`src/common/lcd_pkg.sv`:
```
package lcd_pkg;
    // ------------------------------------------------------------
    // Register port
    // ------------------------------------------------------------
    localparam int unsigned ADDR_W   = 4;
    localparam int unsigned DATA_W   = 8;
    localparam logic [3:0]  CTRL_OFS = 4'h0;
    localparam logic [3:0]  STAT_OFS = 4'h1;
    localparam logic [3:0]  EVT_OFS  = 4'h2;
    localparam logic [3:0]  MASK_OFS = 4'h3;
    localparam logic [7:0]  CTRL_RST = 8'h00;
    localparam logic [2:0]  MASK_RST = 3'h0;
    localparam logic [2:0]  EVT_RST  = 3'h0;
    // Control bits
    localparam int unsigned CTL_PAT  = 0;
    localparam int unsigned CTL_INS  = 1;
    localparam int unsigned CTL_RLB  = 2;
    localparam int unsigned CTL_LLB  = 3;
    localparam int unsigned CTL_AOS  = 4;
    localparam int unsigned CTL_DUAL = 5;
    localparam int unsigned CTL_E3   = 6;
    // Status and event bits
    localparam int unsigned ST_LOST  = 0;
    localparam int unsigned ST_MODE  = 4;
    localparam int unsigned EV_LOST  = 0;
    localparam int unsigned EV_GAIN  = 1;
    localparam int unsigned EV_ERR   = 2;
    localparam int unsigned EV_W     = 3;
    // ------------------------------------------------------------
    // Link inputs, pattern engine
    // ------------------------------------------------------------
    localparam int unsigned LK_TXC   = 0;
    localparam int unsigned LK_TXP   = 1;
    localparam int unsigned LK_TXN   = 2;
    localparam int unsigned LK_RXC   = 3;
    localparam int unsigned LK_RXT   = 4;
    localparam int unsigned LK_RXR   = 5;
    localparam int unsigned LK_W     = 6;
    localparam int unsigned LFSR_W   = 23;
    localparam logic [22:0] LFSR_RST = 23'h7fffff;
    localparam int unsigned LONG_TOP = 22;
    localparam int unsigned LONG_TAP = 17;
    localparam int unsigned SHRT_TOP = 14;
    localparam int unsigned SHRT_TAP = 13;
    localparam logic [5:0]  GOOD_RUN = 6'h20;
    localparam logic [2:0]  LOSS_ERR = 3'h4;

    typedef enum logic [3:0] {
        LB_NORMAL  = 4'h1,
        LB_ANALOG  = 4'h2,
        LB_REMOTE  = 4'h4,
        LB_DIGITAL = 4'h8
    } lcd_loop_e;

    typedef enum logic [1:0] {
        CHK_HUNT = 2'h1,
        CHK_LOCK = 2'h2
    } lcd_chk_e;

    function automatic lcd_loop_e loop_decode(input logic rlb, input logic llb);
        unique case ({rlb, llb})
            2'b00: loop_decode = LB_NORMAL;
            2'b01: loop_decode = LB_ANALOG;
            2'b10: loop_decode = LB_REMOTE;
            2'b11: loop_decode = LB_DIGITAL;
        endcase
    endfunction : loop_decode
endpackage : lcd_pkg

```
`src/common/lcd_lfsr_if.sv`:
```
`timescale 1ns/1ps
interface lcd_lfsr_if;
    logic step;
    logic chk_mode;
    logic long_mode;
    logic rx_bit;
    logic pred;
    modport core (input step, input chk_mode, input long_mode, input rx_bit, output pred);
    modport user (output step, output chk_mode, output long_mode, output rx_bit, input pred);
endinterface : lcd_lfsr_if

```
`src/verilog/lcd_sync.sv`:
```
`timescale 1ns/1ps
module lcd_sync (
    // System
    input  wire logic                    i_clk,
    input  wire logic                    i_nrst,
    // Levels
    input  wire logic [lcd_pkg::LK_W-1:0] i_d,
    output logic      [lcd_pkg::LK_W-1:0] o_q
);
    typedef struct packed {
        logic [lcd_pkg::LK_W-1:0] s1;
        logic [lcd_pkg::LK_W-1:0] s2;
    } lcd_sync_s;

    lcd_sync_s q;
    lcd_sync_s d;

    always_comb begin
        d    = q;
        d.s1 = i_d;
        d.s2 = q.s1;
    end

    always_ff @(posedge i_clk) begin
        if (!i_nrst) begin
            q <= '0;
        end else begin
            q <= d;
        end
    end

    assign o_q = q.s2;
endmodule : lcd_sync

```
`src/verilog/lcd_lfsr.sv`:
```
`timescale 1ns/1ps
module lcd_lfsr (
    // System
    input wire logic i_clk,
    input wire logic i_nrst,
    // Engine
    lcd_lfsr_if.core lf
);
    typedef struct packed {
        logic [lcd_pkg::LFSR_W-1:0] sr;
    } lcd_lfsr_s;

    lcd_lfsr_s q;
    lcd_lfsr_s d;
    logic      fb;
    logic      dead;

    // Feedback for x^23+x^18+1 or x^15+x^14+1
    assign fb   = lf.long_mode ? (q.sr[lcd_pkg::LONG_TOP] ^ q.sr[lcd_pkg::LONG_TAP])
                               : (q.sr[lcd_pkg::SHRT_TOP] ^ q.sr[lcd_pkg::SHRT_TAP]);
    // A rate change can leave the short window all zero; kick it out
    assign dead = lf.long_mode ? (q.sr == '0) : (q.sr[lcd_pkg::SHRT_TOP:0] == '0);
    assign lf.pred = fb;

    always_comb begin
        d = q;
        if (lf.step) begin
            d.sr = {q.sr[lcd_pkg::LFSR_W-2:0], lf.chk_mode ? lf.rx_bit : (fb | dead)};
        end
    end

    always_ff @(posedge i_clk) begin
        if (!i_nrst) begin
            q.sr <= lcd_pkg::LFSR_RST;
        end else begin
            q <= d;
        end
    end
endmodule : lcd_lfsr

```
`src/verilog/lcd_top.sv`:
```
`timescale 1ns/1ps
// ------------------------------------------------------------
// Summary of operation
// - Pattern enable sends 2^23-1 sequence at E3, 2^15-1 otherwise.
// - Pattern enable also turns on the receive checker, except in digital loop.
// - Checker in sync drives negative/violation output low.
// - Out of sync: sync-lost status reads 1, negative/violation high except in digital loop (send negative data there).
// - Error-insert write corrupts exactly one transmitted pattern bit.
// - Each detected error pulses negative/violation high one receive clock.
// - Only a 0-to-1 change of error-insert arms an injection.
// - Pattern mode forces single-rail whatever dual-rail selects.
// - Three loopback modes chosen by remote and local loop bits.
// - Analog loop feeds line outputs back into receive path.
// - Analog loop keeps driving transmit line outputs.
// - Analog loop ignores the external receive line inputs.
// - Digital loop routes send clock and data to receive outputs.
// - Remote loop retransmits recovered data timed by recovered clock.
// - Remote loop still presents recovered data on receive outputs.
// - Remote loop ignores send clock and send data inputs.
// - All-ones bit sends AMI ones at the send clock rate.
// - All-ones has no effect in analog or remote loop.
// ------------------------------------------------------------
module lcd_top (
    // System
    input  wire logic       i_sys_clk,
    input  wire logic       i_nrst,
    // Register port
    input  wire logic [3:0] i_addr,
    input  wire logic [7:0] i_wdata,
    input  wire logic       i_wr,
    input  wire logic       i_rd,
    output logic      [7:0] o_rdata,
    output logic            o_irq,
    // Terminal side
    input  wire logic       i_send_clock_in,
    input  wire logic       i_send_positive_data,
    input  wire logic       i_send_negative_data,
    output logic            o_recovered_clock_out,
    output logic            o_recovered_positive_data,
    output logic            o_recovered_negative_data,
    // Line side, recovered clock from the CDR
    input  wire logic       i_line_rx_clock,
    input  wire logic       i_line_rx_tip,
    input  wire logic       i_line_rx_ring,
    output logic            o_line_tx_tip,
    output logic            o_line_tx_ring
);
    typedef struct packed {
        logic [7:0]        ctrl;
        logic [2:0]        ev;
        logic [2:0]        mask;
        logic [7:0]        rdata;
        logic              irq;
        logic              ins_pend;
        logic              txc_prev;
        logic              rxc_prev;
        logic              tx_tip;
        logic              tx_ring;
        logic              tx_pol;
        logic              rx_clk;
        logic              rx_pos;
        logic              rx_neg;
        logic              rx_pol;
        lcd_pkg::lcd_chk_e chk;
        logic [5:0]        good;
        logic [2:0]        errs;
    } lcd_top_s;

    lcd_top_s           q;
    lcd_top_s           d;
    logic [5:0]         lk;
    lcd_pkg::lcd_loop_e mode;
    logic               pat;
    logic               aos;
    logic               txc_rise;
    logic               rxc_rise;
    logic               tx_edge;
    logic               rx_edge;
    logic               rx_tip;
    logic               rx_ring;
    logic               rx_bit;
    logic               viol;
    logic               fire;
    logic               arm;
    logic               chk_err;
    logic [2:0]         new_ev;
    logic               tx_bit;

    lcd_lfsr_if gen_if ();
    lcd_lfsr_if chk_if ();

    // ------------------------------------------------------------
    // Pin synchronisers and pattern engines
    // ------------------------------------------------------------
    lcd_sync u_sync (
        .i_clk  (i_sys_clk),
        .i_nrst (i_nrst),
        .i_d    ({i_line_rx_ring, i_line_rx_tip, i_line_rx_clock,
                  i_send_negative_data, i_send_positive_data, i_send_clock_in}),
        .o_q    (lk)
    );

    lcd_lfsr u_gen (
        .i_clk  (i_sys_clk),
        .i_nrst (i_nrst),
        .lf     (gen_if)
    );

    lcd_lfsr u_chk (
        .i_clk  (i_sys_clk),
        .i_nrst (i_nrst),
        .lf     (chk_if)
    );

    // ------------------------------------------------------------
    // Mode decode and timing edges
    // ------------------------------------------------------------
    assign mode     = lcd_pkg::loop_decode(q.ctrl[lcd_pkg::CTL_RLB], q.ctrl[lcd_pkg::CTL_LLB]);
    assign pat      = q.ctrl[lcd_pkg::CTL_PAT];
    assign aos      = q.ctrl[lcd_pkg::CTL_AOS] && mode != lcd_pkg::LB_ANALOG
                      && mode != lcd_pkg::LB_REMOTE;
    assign txc_rise = lk[lcd_pkg::LK_TXC] & ~q.txc_prev;
    assign rxc_rise = lk[lcd_pkg::LK_RXC] & ~q.rxc_prev;
    // Remote loop times the transmitter from the recovered clock
    assign tx_edge  = (mode == lcd_pkg::LB_REMOTE) ? rxc_rise : txc_rise;
    assign rx_edge  = (mode == lcd_pkg::LB_NORMAL || mode == lcd_pkg::LB_REMOTE) ? rxc_rise : txc_rise;
    // Analog loop takes the line outputs and never looks at the line pins
    assign rx_tip   = (mode == lcd_pkg::LB_ANALOG) ? q.tx_tip : lk[lcd_pkg::LK_RXT];
    assign rx_ring  = (mode == lcd_pkg::LB_ANALOG) ? q.tx_ring : lk[lcd_pkg::LK_RXR];
    assign rx_bit   = rx_tip | rx_ring;
    assign viol     = (rx_tip & rx_ring) | (rx_tip & q.rx_pol) | (rx_ring & ~q.rx_pol);

    assign gen_if.step      = tx_edge && pat && mode != lcd_pkg::LB_REMOTE;
    assign gen_if.chk_mode  = 1'b0;
    assign gen_if.long_mode = q.ctrl[lcd_pkg::CTL_E3];
    assign gen_if.rx_bit    = 1'b0;
    // Hunting self-loads from the line; once locked the checker free-runs
    assign chk_if.step      = rx_edge && pat && mode != lcd_pkg::LB_DIGITAL;
    assign chk_if.chk_mode  = (q.chk == lcd_pkg::CHK_HUNT);
    assign chk_if.long_mode = q.ctrl[lcd_pkg::CTL_E3];
    assign chk_if.rx_bit    = rx_bit;

    assign chk_err = chk_if.step && (rx_bit != chk_if.pred);
    assign fire    = gen_if.step && !aos && q.ins_pend;
    assign arm     = i_wr && i_addr == lcd_pkg::CTRL_OFS && i_wdata[lcd_pkg::CTL_INS]
                     && !q.ctrl[lcd_pkg::CTL_INS] && pat;
    assign tx_bit  = aos ? 1'b1 : pat ? (gen_if.pred ^ fire) : lk[lcd_pkg::LK_TXP];

    // ------------------------------------------------------------
    // Next state
    // ------------------------------------------------------------
    always_comb begin
        d          = q;
        new_ev     = '0;
        d.txc_prev = lk[lcd_pkg::LK_TXC];
        d.rxc_prev = lk[lcd_pkg::LK_RXC];
        d.rdata    = '0;

        // Register writes
        if (i_wr) begin
            unique case (i_addr)
                lcd_pkg::CTRL_OFS: d.ctrl = i_wdata;
                lcd_pkg::MASK_OFS: d.mask = i_wdata[2:0];
                default: ;
            endcase
        end
        // A new arm wins over the firing of an older one
        d.ins_pend = ((q.ins_pend && !fire) || arm) && pat;

        // Transmit path, kept running in analog loop
        if (tx_edge) begin
            if (mode == lcd_pkg::LB_REMOTE) begin
                d.tx_tip  = lk[lcd_pkg::LK_RXT];
                d.tx_ring = lk[lcd_pkg::LK_RXR];
            end else if (!aos && !pat && q.ctrl[lcd_pkg::CTL_DUAL]) begin
                d.tx_tip  = lk[lcd_pkg::LK_TXP];
                d.tx_ring = lk[lcd_pkg::LK_TXN];
            end else begin
                // Single-rail into AMI: ones alternate tip and ring
                d.tx_tip  = tx_bit & ~q.tx_pol;
                d.tx_ring = tx_bit & q.tx_pol;
                d.tx_pol  = q.tx_pol ^ tx_bit;
            end
        end

        // Checker synchronisation
        if (!pat) begin
            d.chk  = lcd_pkg::CHK_HUNT;
            d.good = '0;
            d.errs = '0;
        end else if (chk_if.step) begin
            unique case (q.chk)
                lcd_pkg::CHK_HUNT: begin
                    d.good = chk_err ? 6'h00 : q.good + 6'h01;
                    if (!chk_err && q.good == lcd_pkg::GOOD_RUN - 6'h01) begin
                        d.chk           = lcd_pkg::CHK_LOCK;
                        d.good          = '0;
                        d.errs          = '0;
                        new_ev[lcd_pkg::EV_GAIN] = 1'b1;
                    end
                end
                lcd_pkg::CHK_LOCK: begin
                    if (chk_err) begin
                        new_ev[lcd_pkg::EV_ERR] = 1'b1;
                        d.errs = q.errs + 3'h1;
                        if (q.errs == lcd_pkg::LOSS_ERR - 3'h1) begin
                            d.chk  = lcd_pkg::CHK_HUNT;
                            d.good = '0;
                            new_ev[lcd_pkg::EV_LOST] = 1'b1;
                        end
                    end else begin
                        d.good = q.good + 6'h01;
                        if (q.good == lcd_pkg::GOOD_RUN - 6'h01) begin
                            d.good = '0;
                            d.errs = '0;
                        end
                    end
                end
            endcase
        end

        // Receive outputs
        d.rx_clk = (mode == lcd_pkg::LB_NORMAL || mode == lcd_pkg::LB_REMOTE) ?
                   lk[lcd_pkg::LK_RXC] : lk[lcd_pkg::LK_TXC];
        if (rx_edge) begin
            if (mode == lcd_pkg::LB_DIGITAL) begin
                d.rx_pos = lk[lcd_pkg::LK_TXP];
                d.rx_neg = lk[lcd_pkg::LK_TXN];
            end else if (pat) begin
                d.rx_pos = rx_bit;
                // Held for exactly one receive clock period
                d.rx_neg = (q.chk == lcd_pkg::CHK_HUNT) || chk_err;
            end else if (q.ctrl[lcd_pkg::CTL_DUAL]) begin
                d.rx_pos = rx_tip;
                d.rx_neg = rx_ring;
            end else begin
                d.rx_pos = rx_bit;
                d.rx_neg = viol;
            end
            if (rx_bit) begin
                d.rx_pol = rx_tip;
            end
        end

        // Reads; the event register clears on read, new events win
        if (i_rd) begin
            unique case (i_addr)
                lcd_pkg::CTRL_OFS: d.rdata = q.ctrl;
                lcd_pkg::STAT_OFS: d.rdata = {mode, 3'h0, pat && q.chk == lcd_pkg::CHK_HUNT};
                lcd_pkg::EVT_OFS:  d.rdata = {5'h00, q.ev};
                lcd_pkg::MASK_OFS: d.rdata = {5'h00, q.mask};
                default:           d.rdata = '0;
            endcase
        end
        d.ev  = ((i_rd && i_addr == lcd_pkg::EVT_OFS) ? 3'h0 : q.ev) | new_ev;
        d.irq = |(d.ev & d.mask);
    end

    always_ff @(posedge i_sys_clk) begin
        if (!i_nrst) begin
            q      <= '0;
            q.ctrl <= lcd_pkg::CTRL_RST;
            q.mask <= lcd_pkg::MASK_RST;
            q.ev   <= lcd_pkg::EVT_RST;
            q.chk  <= lcd_pkg::CHK_HUNT;
        end else begin
            q <= d;
        end
    end

    assign o_rdata                   = q.rdata;
    assign o_irq                     = q.irq;
    assign o_line_tx_tip             = q.tx_tip;
    assign o_line_tx_ring            = q.tx_ring;
    assign o_recovered_clock_out     = q.rx_clk;
    assign o_recovered_positive_data = q.rx_pos;
    assign o_recovered_negative_data = q.rx_neg;
endmodule : lcd_top

```
`config.mk`:
```
export PLATFORM = sky130hd
export DESIGN_NAME = lcd_top
export DESIGN_NICKNAME = d
export VERILOG_FILES = /design/src/common/lcd_pkg.sv /design/src/common/lcd_lfsr_if.sv /design/src/verilog/lcd_sync.sv /design/src/verilog/lcd_lfsr.sv /design/src/verilog/lcd_top.sv
export SDC_FILE = /design/constraint.sdc
export NUM_CORES = 1
export LEC_CHECK = 0
export BUFFER_PORTS_ARGS = -buffer_cell sky130_fd_sc_hd__clkbuf_2
export CELL_PAD_IN_SITES_DETAIL_PLACEMENT = 1
export CELL_PAD_IN_SITES_GLOBAL_PLACEMENT = 2
export CORE_ASPECT_RATIO = 2
export CORE_UTILIZATION = 38
export CTS_CLUSTER_DIAMETER = 50
export DETAILED_ROUTE_END_ITERATION = 8
export HOLD_SLACK_MARGIN = 0.06
export PLACE_DENSITY_LB_ADDON = 0.15
export SETUP_SLACK_MARGIN = 0.3
export SLEW_MARGIN = 20
export SYNTH_ARGS = -nofsm -noshare
export SYNTH_HDL_FRONTEND = slang
export SYNTH_SLANG_ARGS = --single-unit
```
`constraint.sdc`:
```
create_clock -name i_sys_clk -period 4.8 [get_ports i_sys_clk]
set_clock_uncertainty 0.15 [all_clocks]
set_input_delay 0.96 -clock i_sys_clk [delete_from_list [all_inputs] [get_ports i_sys_clk]]
set_output_delay 0.96 -clock i_sys_clk [all_outputs]
set_load 0.01 [all_outputs]
```
==> results, run 1 <==
- The tool flagged a number of max-cap violations equal to 0.
- The run finished with clean final reports.
- The HPWL after detailed placement is around 7600 um.
- The achievable clock frequency is between 300 and 400 MHz.
- Cell internal power was estimated by the tool at about 0.0013 W.
- The residual DRC count is 0.
- The number of setup buffers added after CTS is 0.
- In this run the critical register-to-register path is launched from q[39].
- The met1 global-route usage is 0.1945.
- The post-layout minimum cycle time is 2.999 ns.
- In this run the worst setup path begins at q[39].
- The TritonCTS clock tree is done.
- The final count of pins violating max slew was 0.
- Summing internal, switching and leakage power gives about 0.0017 W.
- The first routing iteration left 120 violations.
- In the routed layout, each cell is associated on average with a via count of 5.277.
- The total of warnings raised by yosys is 0.
- The share of flip-flops with an asynchronous set or reset is 0.
- The global-route track usage on met2 is 0.3751.
- In the final layout, the share of cells above drive strength 1 is 0.1243.
- The share of the yosys chip area belonging to registers is 0.4757.
- The area of all placed cells without fillers is about 4800 um2.
- In this run the horizontal extent of the chip is a little under 80 um.
- The slew at the pin with the worst max-slew slack is slightly above 1 ns.
- After the last flow step, the layout net total stands at ~560.
- The primary flip-flop cell chosen by synthesis mapping is sky130_fd_sc_hd__dfxtp_1.
- Entering global routing, the biggest net connects 72 pins.
- The initial antenna violation count is 0.
- The worst hold path begins at u_sync.d[4].
- The count of hold buffers inserted by post-cts repair is 0.
- The type of the worst min-delay path is reg2reg.
- The final weighted congestion of routability-driven global placement is between 0.7 and 0.8.
- Pin placement for this block handled 36 I/O pins.
- Gates resized during post-CTS repair numbered 0.
- After floorplanning, the core was divided into 54 placement rows.
- After clock tree synthesis, the clock-pin slew on the worst setup and hold paths is ~0.07 ns.
- The count of flip-flops with a built-in enable after synthesis is 0.
- The overall die area is approximately 12000 um2.
- Port buffering added 35 buffers.
- The number of hold violations in the final report is 0.
- Before CTS, the worst setup slack after placement is ~1.8 ns.
- The number of synthesized register bits is just over 100.
- For this design the total switching power over the nets is 0.0003756 W.
- The placed cell area is around 4500 um2.
- Averaged over all synthesized cells, the footprint is between 8 and 9 um2.
- STA classifies the critical path startpoint as a flip-flop.
- Setup repair after global routing left no endpoint under its margin.
- In this run the worst path has a maximum fanout of 24.
- The global-route usage over all layers is 0.1934.
- The clock passes through at most 2 buffers.
- Across all setup checks in the final design, the least slack found is around 1.8 ns.
- The total overflow left after global routing is 0.
- The via count of the routed design is about 3600.
- The initial utilization of the core area, before any placement, comes to 0.3922.
- The number of standard cells in the layout, taps in and fillers out is 679.
- The global-route wire length before repair is between 15000 and 20000 um.
- In the global route stage, met3 resource usage came out at 0.03054.
- The netlist uses 50 different library cells.
- The area of the core is 10950 um2.
- Setup total negative slack on the finished layout was measured at 0 ns.
- Once detail routing completed, the nets flagged for antenna violations numbered 0.
- The data arrival at the endpoint of the critical path is roughly 3 ns.
- The repair_antennas step left the layout with diodes totalling 0.
- For this block, the routed nets add up to 10680 um of wire.
- The overall die height is around 150 um.
- When the netlist entered floorplanning its net count stood at ~550.
- The flop-to-flop setup slack is ~1.8 ns.
- At the worst endpoint, the required time is 4.90 ns.
- The first detailed-routing pass ran for 4 iterations.
- The number of H-tree branching levels is 3.
- The worst-case IR drop observed on VDD is 0.0001850 V.
- The switching part of the total is 0.2239.
- In the final routed layout, each cell accounts on average for between 15 and 20 um.
- The clock share of power is 0.450.
- In the synthesized netlist, the number of instances is around 520.
- The later-pin clock latency in the skew report is ~0.35 ns.
- The CTS buffer count is 9.
- The part of the total power dissipated in combinational logic is 0.037.
- The setup path with the least slack is of type reg2reg.
- The share of total power dissipated in sequential elements is 0.513.
- The max-slew headroom at the worst pin is 0.3129.
- The master cell of the clock root buffer is sky130_fd_sc_hd__clkbuf_16.
- The global routing stage identified its most utilized layer as met2.
- Dividing the final minimum period by the clock period gives 0.6248.
- The number of placed cells counting well taps is ~660.
- The number of setup violations in the final report is 0.
- The signed area change from the synthesized netlist to the final layout is 11.63%.
- The number of global-route vias before repair is approximately 3800.
- In this run the cell area of the synthesized design comes to 4293 um2.
- The clock drives between 100 and 150 sinks.
- Dividing total power by cell area gives a power density of 350.0 nW/um2.
- The static leakage power is approximately 1.9 nW.
- The worst setup path is captured at a flip-flop.
==> stage by stage <==
| step | util | hold slack, ns |
|---|---|---|
| after detailed placement | 0.4098 | 0.2710 |
| after floorplan | - | 0.2619 |
| after CTS | 0.4378 | 0.2882 |
| final | 0.4378 | 0.2821 |
| after global placement | 0.4098 | 0.2638 |
| after global routing | 0.4378 | 0.3035 |
==> power by group through the flow <==
stage | clock (W) | combinational (W) | sequential (W)
detailed placement | 0 | 0.0000637 | 0.000880
finish | 0.000754 | 0.0000623 | 0.000860
global placement | 0 | 0.0000621 | 0.000880
global route | 0.000813 | 0.0000695 | 0.000861
CTS | 0.000779 | 0.0000637 | 0.000860
floorplan | 0 | 0.0000423 | 0.000878
==> cell type report <==
type / instances / area [um2]
clock inverters: 5 / 63.81
inverters: 5 / 18.77
multi-input cells: 377 / 2044
clock buffers: 11 / 242.7
flip-flops and latches: 102 / 2042
well taps: 140 / 175.2
fillers: 1347 / 6153
repair buffers: 39 / 205.2
==> sequential cells by signal, indices dropped and copies added, names as in the netlist, 6 cells and up <==
| name | count |
|---|---|
| q | 28 |
| u_chk.q | 23 |
| u_gen.q | 23 |
| o_rdata | 8 |
| u_sync.d | 6 |
| u_sync.o_q | 6 |
==> synth_stat cells, types with 4 or more instances <==
cell                       count  area [um2]
sky130_fd_sc_hd__o31ai_1       4       30.03
sky130_fd_sc_hd__nor2_1       34       127.6
sky130_fd_sc_hd__mux2i_1      13       130.1
sky130_fd_sc_hd__nand2b_1      9       56.30
sky130_fd_sc_hd__nor4_1       10       62.56
sky130_fd_sc_hd__o21ai_0      16       80.08
sky130_fd_sc_hd__inv_1         5       18.77
sky130_fd_sc_hd__clkbuf_1     23       86.33
sky130_fd_sc_hd__dfxtp_1     102        2042
sky130_fd_sc_hd__and2_1       18       112.6
sky130_fd_sc_hd__nand4_1       4       25.02
sky130_fd_sc_hd__buf_4         8       60.06
sky130_fd_sc_hd__nor3_1        7       35.03
sky130_fd_sc_hd__nand2_1     113       424.2
sky130_fd_sc_hd__nand3_1      62       310.3
sky130_fd_sc_hd__ha_1          5       62.56
sky130_fd_sc_hd__a21oi_1      31       155.2
==> critical path: stages, from the launching register on <==
cell,delay (ns)
sky130_fd_sc_hd__dfxtp_1,0.59
sky130_fd_sc_hd__nand2b_1,0.33
sky130_fd_sc_hd__nand3_1,0.11
sky130_fd_sc_hd__buf_4,0.24
sky130_fd_sc_hd__a21oi_1,0.24
sky130_fd_sc_hd__nand2_1,0.11
sky130_fd_sc_hd__xnor2_1,0.14
sky130_fd_sc_hd__a211o_1,0.34
sky130_fd_sc_hd__ha_1,0.19
sky130_fd_sc_hd__mux2i_1,0.19
sky130_fd_sc_hd__o21ai_0,0.11
sky130_fd_sc_hd__and2_1,0.16
==> per-layer routing <==
metal	vias to the layer above	routed length [um]
met5	-	0
met4	0	293
met3	19	226
met2	46	6008
met1	1719	4156
li1	1799	-
==> path summary, 6_finish.rpt <==
path / endpoint / cells past startpoint
max: o_line_tx_ring / 11
min: u_sync.o_q[4] / 1
max reg2reg: o_line_tx_ring / 11
min reg2reg: u_sync.o_q[4] / 1
==> layout by cell type, fill, tap and decap left out, types with 2 or more instances in the layout <==
master,count
sky130_fd_sc_hd__xor2_1,3
sky130_fd_sc_hd__ha_1,5
sky130_fd_sc_hd__nor2b_1,3
sky130_fd_sc_hd__o21ai_0,16
sky130_fd_sc_hd__nand4_1,4
sky130_fd_sc_hd__inv_6,3
sky130_fd_sc_hd__or4_1,2
sky130_fd_sc_hd__a22oi_1,3
sky130_fd_sc_hd__nand3b_1,3
sky130_fd_sc_hd__and2_1,18
sky130_fd_sc_hd__dfxtp_1,102
sky130_fd_sc_hd__nor3_1,7
sky130_fd_sc_hd__and4_1,2
sky130_fd_sc_hd__nor3b_1,3
sky130_fd_sc_hd__a31oi_1,3
sky130_fd_sc_hd__nor2_1,34
sky130_fd_sc_hd__and3_2,2
sky130_fd_sc_hd__clkbuf_2,35
sky130_fd_sc_hd__inv_1,5
sky130_fd_sc_hd__clkbuf_16,9
sky130_fd_sc_hd__buf_4,4
sky130_fd_sc_hd__a32oi_1,2
sky130_fd_sc_hd__and3_1,3
sky130_fd_sc_hd__mux2i_1,13
sky130_fd_sc_hd__o31ai_1,4
sky130_fd_sc_hd__nor4_1,10
sky130_fd_sc_hd__nand2_1,113
sky130_fd_sc_hd__a21oi_1,31
sky130_fd_sc_hd__nand2b_1,9
sky130_fd_sc_hd__xnor2_1,3
sky130_fd_sc_hd__nor3_2,2
sky130_fd_sc_hd__nand3_1,62
==> kinds of logic after synthesis <==
family                     Yosys count  share of synthesized area
muxes                               14                    0.03556
and+or+nand+nor                    282                     0.3133
AOI/OAI and AO/OA                   69                    0.09677
buffers and inverters               42                    0.04809
adders and majority gates            5                    0.01457
xor gates and xnor gates             7                    0.01603
DFF                                102                     0.4757
(Power assumes the default switching activity.)
==> inputs of run 2 (changes only) <==
Settings changed: CORE_UTILIZATION 38 to 36.
Clock period 4.8 ns to 3.1 ns, I/O delays scaled along.
==> results, run 2 (same netlist as run 1, synthesis figures left out) <==
- The run finished with clean final reports.
- Data on the critical path arrives at its endpoint at between 2 and 3 ns.
- Of the total power, registers draw 0.523.
- The worst-case clock buffer depth is 2.
- The startpoint identified for the worst hold timing path is u_sync.d[5].
- After clock tree synthesis, the clock-pin slew on the worst setup and hold paths is ~0.080 ns.
- In this run the register-to-register setup slack is slightly below 0.5 ns.
- After legalization and detailed placement, the total HPWL measured between 8000 and 9000 um.
- The starting utilization of the core area is 0.3669.
- The final core area utilization is 0.4145.
- The clock drives slightly above 100 sinks.
- Of the available clock period, the critical path in the final layout requires 0.8437.
- In the final layout, the registers with the most flip-flops are q x28, u_chk.q x23, u_gen.q x23.
- The post-detailed-route wirelength per cell is about 16 um.
- The overall die area is roughly 12000 um2.
- The number of max-capacitance violations reported is 0.
- The overall die height is approximately 160 um.
- The commonest non-fill, non-tap cell in the layout is sky130_fd_sc_hd__nand2_1.
- The type of the worst min-delay path is reg2reg.
- The static leakage power is about 2.0 nW.
- The number of hold violations in the final report is 0.
- The launching element type of the critical path is a flip-flop.
- The number of clock buffers added by TritonCTS is 9.
- Of the cells placed in the final design, the portion with a size suffix greater than 1 is 0.1408.
- The worst setup path is captured at a flip-flop.
- The start of the worst register-to-register path is q[39].
- The number of global-route vias before repair is 3683.
- The total power per unit cell area is around 530 nW/um2.
- In the layout the commonest cells are 113 x sky130_fd_sc_hd__nand2_1, 102 x sky130_fd_sc_hd__dfxtp_1, 62 x sky130_fd_sc_hd__nand3_1, 35 x sky130_fd_sc_hd__clkbuf_2, 34 x sky130_fd_sc_hd__nor2_1.
- The power spent charging and discharging nets is 0.0006212 W.
- The first element of the critical path is q[39].
- The via density per instance is about 5.2.
- The number of setup violations in the final report is 0.
- The critical path in this run is classified as reg2reg.
- The initial antenna violation count is 0.
- The register with the most flip-flops in the layout has 28 of them.
- The count of antenna diodes in the layout is 0.
- The final weighted congestion of routability-driven global placement is 0.7668.
- The total negative slack for setup checks is 0 ns.
- The overflow left after global routing is 0.
- Measured along the x axis, the die boundary spans about 79 um.
- Based on the critical path, the design can be clocked at up to between 300 and 400 MHz.
- For this run, the total global-route usage over all layers was measured as 0.1952.
- Detailed routing inserted a total of between 3000 and 4000 vias.
- Entering global routing, the biggest net connects 48 pins.
- The number of nets with antenna violations after routing is 0.
- The worst-case vdd ir drop is around 0.00029 V.
- The area growth from synthesis to layout is 12.97%.
- The global-route wire length before repair is 18540 um.
- Wires add up to around 11000 um.
- The number of nets in the final layout is ~570.
- The master cell of the clock root buffer is sky130_fd_sc_hd__clkbuf_16.
- The number of iterations in the first detailed-routing pass is 4.
- TritonCTS built the clock tree.
- At the later pin of the worst-skew pair, clock insertion delay measures ~0.35 ns.
- The clock tree synthesis step divided the H-tree into 3 levels.
- The total I/O pin count is 36.
- Setup repair after global routing left no endpoint under its margin.
- The slew at the pin with the worst max-slew slack is slightly below 0.8 ns.
- The area of the core is ~12000 um2.
- Of the total power, combinational logic draws 0.040.
- Internal power comes to 0.001925 W.
- After the first detailed-routing iteration, the DRC count stood at ~110.
- The register with the most flip-flops in the final layout is q.
- The design draws around 0.0025 W.
- In this run the core area contains between 50 and 60 standard-cell rows.
- For this run, design rule violations remaining after detail routing come to 0.
- The switching part of the total is 0.2439.
- The final count of pins violating max slew is 0.
- The number of buffers inserted by port buffering is 35.
- Measured against its own limit, the worst slew margin works out to 0.4697.
- STA puts the critical path data required time at roughly 3.2 ns.
- The clock share of power is 0.437.
- The post-layout minimum cycle time is about 2.6 ns.
- In this run the worst path has a maximum fanout of 12.
- The area of all placed cells without fillers is roughly 4800 um2.
- Summing all placed instances gives a cell area of around 4600 um2.
==> run 2: routing by layer <==
layer	track usage	wire [um]	up-vias
met5	0	0	-
met1	0.1984	4287	1742
met3	0.03615	224	14
met4	0.06840	195	0
li1	-	-	1813
met2	0.3822	6307	41
==> run 2: worst paths after layout <==
check	to	depth (start not counted)
hold / removal	u_sync.o_q[5]	1
setup reg to reg	o_line_tx_tip	10
setup / recovery	o_line_tx_tip	10
hold reg to reg	u_sync.o_q[5]	1
==> run 2: metrics by stage <==
stage | worst slack, ns | std cells | hold WS (ns)
floorplan | 0.8907 | 521 | 0.2619
global placement | 0.4008 | 676 | 0.2635
detailed placement | 0.3787 | 676 | 0.2715
CTS | 0.3457 | 692 | 0.2907
global route | 0.3128 | 692 | 0.3074
finish | 0.4844 | 692 | 0.2881
==> run 2: worst max-delay path: stages, from the launching register on <==
cell and delay [ns]:
sky130_fd_sc_hd__dfxtp_1 0.54, sky130_fd_sc_hd__nand2b_1 0.32, sky130_fd_sc_hd__nand3_1 0.15, sky130_fd_sc_hd__a21oi_1 0.18
sky130_fd_sc_hd__nand2_1 0.11, sky130_fd_sc_hd__xnor2_1 0.13, sky130_fd_sc_hd__a211o_1 0.32, sky130_fd_sc_hd__ha_1 0.18
sky130_fd_sc_hd__mux2i_1 0.18, sky130_fd_sc_hd__o21ai_0 0.10, sky130_fd_sc_hd__and2_1 0.16
==> run 2: final cells by class <==
type / instances / area (um2)
fill: 1419 / 6852
multi-input combinational: 377 / 2052
sequential: 102 / 2042
timing repair buffer: 47 / 265.3
clock buffer: 9 / 225.2
tap: 145 / 181.4
clock inverter: 7 / 65.06
inverter: 5 / 18.77
==> run 2: power groups by stage <==
stage / Combinational, W / Sequential, W / Clock [W]
final: 0.000102 / 0.00133 / 0.00111
after global routing: 0.000114 / 0.00133 / 0.00120
after floorplan: 0.0000656 / 0.00136 / 0
after CTS: 0.000104 / 0.00133 / 0.00115
after global placement: 0.000102 / 0.00136 / 0
after detailed placement: 0.000104 / 0.00136 / 0
==> run 2: timing repair <==
action                     CTS  global route
setup endpoints to repair    0             8
buffers inserted             0             0
hold buffers                 0             0
gates resized for setup      0             1
